<file path="src/period_timer_pkg.sv">
// Purpose: Shared constants for the period match timer
// Assumes: Register indices are local to this block's plain register port
// Notes:   Index values and the interrupt register layout are block-local
package period_timer_pkg;
   // Register indices on the plain register port
   localparam logic [2:0] ADDR_COUNT   = 3'h0;
   localparam logic [2:0] ADDR_PERIOD  = 3'h1;
   localparam logic [2:0] ADDR_CONTROL = 3'h2;
   localparam logic [2:0] ADDR_FLAGS   = 3'h3;
   localparam logic [2:0] ADDR_ENABLES = 3'h4;

   // Control field positions
   localparam int CTL_PRE_LSB  = 0;
   localparam int CTL_RUN_BIT  = 2;
   localparam int CTL_POST_LSB = 3;
   localparam int CTL_POST_MSB = 6;

   // Interrupt bit position in flag and enable registers
   localparam int IRQ_MATCH_BIT = 1;

   // Reset values
   localparam logic [7:0] COUNT_RESET   = 8'h00;
   localparam logic [7:0] PERIOD_RESET  = 8'hff;
   localparam logic [6:0] CONTROL_RESET = 7'h00;

   // Prescale terminal counts: divide by 1, 4, 16
   localparam logic [3:0] PRE_TC_1  = 4'h0;
   localparam logic [3:0] PRE_TC_4  = 4'h3;
   localparam logic [3:0] PRE_TC_16 = 4'hf;
endpackage : period_timer_pkg

</file>
<file path="src/period_timer.sv">
// Purpose: 8-bit period match timer with input prescaler and output postscaler
// Assumes: mclk is the instruction clock (100 MHz); rst is synchronous, active high
// Notes:   Registers sit behind a plain strobe port, read data valid one cycle later
//
// Functional notes
// - The block holds an 8-bit count register and an 8-bit period register.
// - While running, the count rises by one from zero on every prescaled instruction-clock tick.
// - While running, count and period are compared every cycle and equality on a prescaled tick gives the match output.
// - A match clears the count on the next prescaled tick and advances the postscaler.
// - Reset clears the count and sets the period to all ones.
// - Writes to count or control, and reset, clear both prescaler and postscaler.
// - Writing the control register leaves the count unchanged.
// - Control bit 2 turns the timer on when one and off when zero.
// - Postscale select N in control bits 6:3 gives a ratio of N+1 to one.
// - When the postscaler reaches the selected count the match interrupt flag is raised.
// - The flag is bit 1 of the flag register and requests an interrupt only with enable bit 1 set.
// - Count and period are readable and writable by software at any time.
// - The unscaled match goes out to the capture/compare/PWM units as their time base.
// - The match output also serves as an optional shift clock for the serial port.
// - Control bit 7 always reads zero and ignores writes.
//
// Implementation choices: the register addresses and strobed register access.
module period_timer #(
   parameter int COUNT_WIDTH = 8,   // Timer and period width
   parameter int POST_WIDTH  = 4    // Postscaler width
) (
   input  wire logic       mclk,       // Instruction clock
   input  wire logic       rst,        // Synchronous reset, active high
   input  wire logic [2:0] addr,       // Register index
   input  wire logic [7:0] wr_data,    // Write data
   input  wire logic       wr_en,      // Write strobe
   input  wire logic       rd_en,      // Read strobe
   output logic      [7:0] rd_data,    // Read data, cycle after rd_en
   output logic            match_out,  // Unscaled match pulse for PWM and serial port
   output logic            irq         // Level interrupt request
);
   logic [COUNT_WIDTH-1:0] count_q;
   logic [COUNT_WIDTH-1:0] period_q;
   logic [6:0]             control_q;
   logic [3:0]             pre_q;
   logic [POST_WIDTH-1:0]  post_q;
   logic                   flag_q;
   logic                   enable_q;
   logic                   tick;
   logic                   match;
   logic                   wr_count;
   logic                   wr_control;
   logic                   scaler_clr;
   logic                   post_done;

   // Terminal count of the input prescaler for a select code
   function automatic logic [3:0] pre_terminal(input logic [1:0] sel);
      if (sel[1]) begin
         pre_terminal = period_timer_pkg::PRE_TC_16;
      end else if (sel[0]) begin
         pre_terminal = period_timer_pkg::PRE_TC_4;
      end else begin
         pre_terminal = period_timer_pkg::PRE_TC_1;
      end
   endfunction

   // Write decodes
   assign wr_count   = wr_en && (addr == period_timer_pkg::ADDR_COUNT);
   assign wr_control = wr_en && (addr == period_timer_pkg::ADDR_CONTROL);
   assign scaler_clr = wr_count || wr_control;

   // A tick only while running, gated by the prescaler reaching its terminal count
   assign tick = control_q[period_timer_pkg::CTL_RUN_BIT] &&
                 (pre_q == pre_terminal(control_q[period_timer_pkg::CTL_PRE_LSB +: 2]));

   // Match only while running, so a stopped timer never fires
   assign match = control_q[period_timer_pkg::CTL_RUN_BIT] && (count_q == period_q);

   assign post_done = match &&
      (post_q == control_q[period_timer_pkg::CTL_POST_MSB:period_timer_pkg::CTL_POST_LSB]);

   // Input prescaler; cleared on count and control writes so the first period after setup is full length
   always_ff @(posedge mclk) begin
      if (rst || scaler_clr) begin
         pre_q <= 4'h0;
      end else if (control_q[period_timer_pkg::CTL_RUN_BIT]) begin
         if (tick) begin
            pre_q <= 4'h0;
         end else begin
            pre_q <= pre_q + 4'h1;
         end
      end
   end

   // Count register: software write wins over counting and match clear
   always_ff @(posedge mclk) begin
      if (rst) begin
         count_q <= COUNT_WIDTH'(period_timer_pkg::COUNT_RESET);
      end else if (wr_count) begin
         count_q <= COUNT_WIDTH'(wr_data);
      end else if (match && tick) begin
         count_q <= '0;
      end else if (tick && !match) begin
         count_q <= count_q + COUNT_WIDTH'(1);
      end
   end

   // Period register
   always_ff @(posedge mclk) begin
      if (rst) begin
         period_q <= COUNT_WIDTH'(period_timer_pkg::PERIOD_RESET);
      end else if (wr_en && addr == period_timer_pkg::ADDR_PERIOD) begin
         period_q <= COUNT_WIDTH'(wr_data);
      end
   end

   // Control register; bit 7 is not stored
   always_ff @(posedge mclk) begin
      if (rst) begin
         control_q <= period_timer_pkg::CONTROL_RESET;
      end else if (wr_control) begin
         control_q <= wr_data[6:0];
      end
   end

   // Output postscaler, advanced on each match that ends a period
   always_ff @(posedge mclk) begin
      if (rst || scaler_clr) begin
         post_q <= '0;
      end else if (match && tick) begin
         if (post_done) begin
            post_q <= '0;
         end else begin
            post_q <= post_q + POST_WIDTH'(1);
         end
      end
   end

   // Match flag: a new event wins over a clear in the same cycle
   always_ff @(posedge mclk) begin
      if (rst) begin
         flag_q <= 1'b0;
      end else if (post_done && tick) begin
         flag_q <= 1'b1;
      end else if (wr_en && addr == period_timer_pkg::ADDR_FLAGS &&
                   wr_data[period_timer_pkg::IRQ_MATCH_BIT]) begin
         flag_q <= 1'b0;
      end
   end

   // Interrupt enable
   always_ff @(posedge mclk) begin
      if (rst) begin
         enable_q <= 1'b0;
      end else if (wr_en && addr == period_timer_pkg::ADDR_ENABLES) begin
         enable_q <= wr_data[period_timer_pkg::IRQ_MATCH_BIT];
      end
   end

   // Registered outputs; irq follows the flag one cycle later
   always_ff @(posedge mclk) begin
      if (rst) begin
         match_out <= 1'b0;
         irq       <= 1'b0;
      end else begin
         match_out <= match && tick;
         irq       <= flag_q && enable_q;
      end
   end

   // Read data, valid only in the cycle after the strobe
   always_ff @(posedge mclk) begin
      if (rst || !rd_en) begin
         rd_data <= 8'h00;
      end else begin
         unique case (addr)
            period_timer_pkg::ADDR_COUNT:   rd_data <= 8'(count_q);
            period_timer_pkg::ADDR_PERIOD:  rd_data <= 8'(period_q);
            period_timer_pkg::ADDR_CONTROL: rd_data <= {1'b0, control_q};
            period_timer_pkg::ADDR_FLAGS:   rd_data <= 8'(flag_q) << period_timer_pkg::IRQ_MATCH_BIT;
            period_timer_pkg::ADDR_ENABLES: rd_data <= 8'(enable_q) << period_timer_pkg::IRQ_MATCH_BIT;
            default:                        rd_data <= 8'h00;
         endcase
      end
   end
endmodule // period_timer

</file>
<file path="config.mk">
export PLATFORM = sky130hd
export DESIGN_NAME = period_timer
export DESIGN_NICKNAME = d
export VERILOG_FILES = /design/src/period_timer_pkg.sv /design/src/period_timer.sv
export SDC_FILE = /design/constraint.sdc
export NUM_CORES = 1
export LEC_CHECK = 0
export BUFFER_PORTS_ARGS = -buffer_cell sky130_fd_sc_hd__buf_2
export CAP_MARGIN = 20
export CORE_MARGIN = 3
export CORE_UTILIZATION = 45
export DETAILED_ROUTE_END_ITERATION = 12
export GPL_ROUTABILITY_DRIVEN = 0
export GPL_TIMING_DRIVEN = 0
export PLACE_DENSITY = 0.67
export SLEW_MARGIN = 20
export SYNTH_ARGS = -nofsm -noshare
export SYNTH_HDL_FRONTEND = slang
export SYNTH_SLANG_ARGS = --single-unit
</file>
<file path="constraint.sdc">
create_clock -name mclk -period 1.85 [get_ports mclk]
set_input_delay 0.4625 -clock mclk [delete_from_list [all_inputs] [get_ports mclk]]
set_output_delay 0.4625 -clock mclk [all_outputs]
set_load 0.005 [all_outputs]
</file>
==> impl_metrics.json <==
{
  "status": "finished, violations left",
  "violations": "negative setup slack",
  "wl_um": 5760,
  "numCtsBuffers": 5,
  "cp-end-kind": "flip-flop",
  "relSlewSlack": 0.463,
  "seqPwrFrac": 0.497,
  "required_ps": 2070,
  "power_uw": 2000,
  "dr.first_iter.drc_count": 178,
  "yosys-top-cells-area": "dfxtp_1, mux2i_1, nor2_1, xor2_1, a211o_1",
  "crit_buf_inv": 1,
  "cts_root_buf": "clkbuf_8",
  "irDropWorstVdd_mv": 0.350,
  "synth.avg_cell_area_sq_um": 8.84,
  "power_leakage_uw": 0.00103,
  "clk_path_buf_depth": 2,
  "final_nets": 311,
  "grt_pass1_vias": 1864,
  "fp.dieW_um": 76.6,
  "diodes": 0,
  "path_max_fanout": 4,
  "worst_setup_path_start_kind": "flip-flop",
  "rsz0062_at_grt": "yes",
  "core_area_sq_um": 4790,
  "drive_gt1_frac": 0.252,
  "whs_ps": 407,
  "cts_tree": "done",
  "finalCriticalPeriod_ps": 1980,
  "htreeDepth": 2,
  "yosys.area.top_type": "dfxtp_1",
  "cts.sinks": 43,
  "fin_tns_setup_ps": -660,
  "arrival_ps": 2200,
  "rows": 25,
  "syn2layout_area_growth_pct": 22.3,
  "grt-busiest-layer": "met2",
  "p_clk_frac": 0.378,
  "ys_async_sr_fraction": 0,
  "synth-seq-area-share": 0.383,
  "power.density_nw_per_um2": 730,
  "fp.dieArea_sq_um": 5870,
  "grt_antenna_before_repair": 0,
  "synth_flop_cell": "dfxtp_1",
  "finish.utilization": 0.574,
  "finalMaxSlewViolations": 0,
  "cp_slowest_cell": "or3_4",
  "fmax_mhz": 504,
  "setup_viol": 10,
  "cp_top_family": "simple AND/OR/NAND/NOR gates",
  "hpwl_um": 4060,
  "fin_skew_ps": 4.75,
  "yosys.cell_types.count": 51,
  "cts_hold_buf": 0,
  "grtUsageTotal": 0.203,
  "drc": 0,
  "ys_ff_latch": 43,
  "hold_path.class": "input pin to flip-flop",
  "grtUsageMet3": 0.0307,
  "clock_latency_ps": 300,
  "clkTransAtPathRegs_ps": 90,
  "routedWlPerCell_um": 16.0,
  "grt_pass1_wl_um": 9360,
  "grt_max_degree": 16,
  "tightestPinTransition_ps": 804,
  "chipHeight_um": 76.6,
  "synthesis.nets": 272,
  "use_met2": 0.330,
  "ant_nets": 0,
  "initial_core_util": 0.469,
  "fin_ws_ps": -134,
  "grt_use_met1": 0.268,
  "swShare": 0.267,
  "hold_viol": 0,
  "p_comb_frac": 0.125,
  "critical_path_class": "flip-flop to flip-flop",
  "dpl_worst_slack_ps": -531,
  "drtPass1Iterations": 4,
  "vias": 2016,
  "synth_area_sq_um": 2250,
  "power.internal_uw": 1470,
  "switchingPower_uw": 536,
  "cap_violations": 0,
  "path_cells": "or3_4, a2111oi_4, o21ai_2, buf_6, or3_1, a311oi_2",
  "postSynthCellCount": 254,
  "grt.overflow.total": 0,
  "synth_top_area_frac": 0.383,
  "synth_edf_count": 0,
  "ios": 25,
  "yosys_warnings": 0,
  "drt-vias-per-instance": 5.58,
  "period_share": 1.07,
  "critPathMaxStageDelay_ps": 410,
  "port-buffer-count": 23
}
## worst paths after layout
kind	startpoint	endpoint	slack (ps)	cells past startpoint
min	wr_data[7]	period_q[7]$_SDFFE_PP1P_	410	2
min reg2reg	flag_q$_SDFFE_PP0P_	irq$_SDFF_PP0_	460	2
max reg2reg	control_q[0]$_SDFFE_PP0P_	count_q[0]$_SDFFE_PP0P_	-130	6
max	control_q[0]$_SDFFE_PP0P_	count_q[0]$_SDFFE_PP0P_	-130	6
## final cells by class
class | count | area [sq um]
Sequential cell | 43 | 865
Timing Repair Buffer | 33 | 198
Tap cell | 67 | 83.8
Multi-Input combinational cell | 192 | 1410
Clock inverter | 3 | 46.3
Clock buffer | 5 | 68.8
Buffer | 14 | 65.1
Inverter | 4 | 15.0
Fill cell | 420 | 2040
## metal layers
layer | wire length (um) | vias to the layer above
li1 | - | 1001
met1 | 2570 | 945
met2 | 2730 | 62
met3 | 359 | 8
met4 | 95 | 0
met5 | 0 | -
## repair_timing
| action | CTS | global route |
|---|---|---|
| pin swaps | 9 | 12 |
| gates resized for setup | 21 | 12 |
| setup endpoints to repair | 16 | 17 |
| buffers inserted | 7 | 3 |
## power by group through the flow
stage               logic (uW)  registers [uW]  clock network (uW)
finish                     251             997                 757
global route               276            1000                 811
CTS                        243             995                 772
detailed placement         225            1010                   0
global placement           223            1010                   0
floorplan                  159            1000                   0
## flip-flops by register name (all words and copies together) (netlist names)
register,flops
count_q,8
period_q,8
flag_q,1
post_q,4
irq,1
rd_data,8
pre_q,4
control_q,7
match_out,1
enable_q,1
## worst reg2reg max path, delay by kind of cell, from the launching register on
kind,cells,cell delay [ps]
buffers and inverters,1,140
AOI/OAI and AO/OA,3,690
and+or+nand+nor,2,720
DFF,1,340
## Yosys cell counts (5+ instances only)
master and count:
a211o_1 8, nand4_1 6, o21ai_0 8, nand3_1 9, and3_1 5, a31oi_1 6
a21oi_1 13, xor2_1 9, o21bai_1 7, clkbuf_1 10, nor2b_1 11, nor2_1 33
mux2i_1 16, dfxtp_1 43, nand2_1 12
## logic make-up (layout without fill, tap and decap cells)
family                     Yosys count  in the layout  share of synthesized area
buffers and inverters               19             59                     0.0357
muxes                               17             17                     0.0763
DFF                                 43             43                      0.383
and+or+nand+nor                    100            100                      0.241
xor gates and xnor gates            13             13                     0.0507
AOI/OAI and AO/OA                   59             59                      0.196
adders and majority gates            3              3                     0.0167
## cell usage in the layout (no fill, tap or decap), types with 4 or more instances in the layout
cell and n:
nor2b_1 11, o21ai_2 6, nand4b_1 4, buf_2 23, clkbuf_1 6, mux2i_1 16, and3_1 5, dfxtp_1 40
nor2_1 32, buf_4 8, inv_1 4, nand4_1 6, nand2_1 11, a211o_1 8, nand3_1 7, clkbuf_8 5
o21bai_1 6, clkbuf_2 4, a31oi_1 6, xor2_1 9, a21oi_1 11, xnor2_1 4
## through the flow
stage / cells / instance area, sq um
6_report: 361 / 2750
2_1_floorplan: 254 / 2250
5_1_grt: 361 / 2750
3_3_place_gp: 344 / 2450
4_1_cts: 358 / 2680
3_5_place_dp: 344 / 2450
Power figures use the tool's default switching activity.
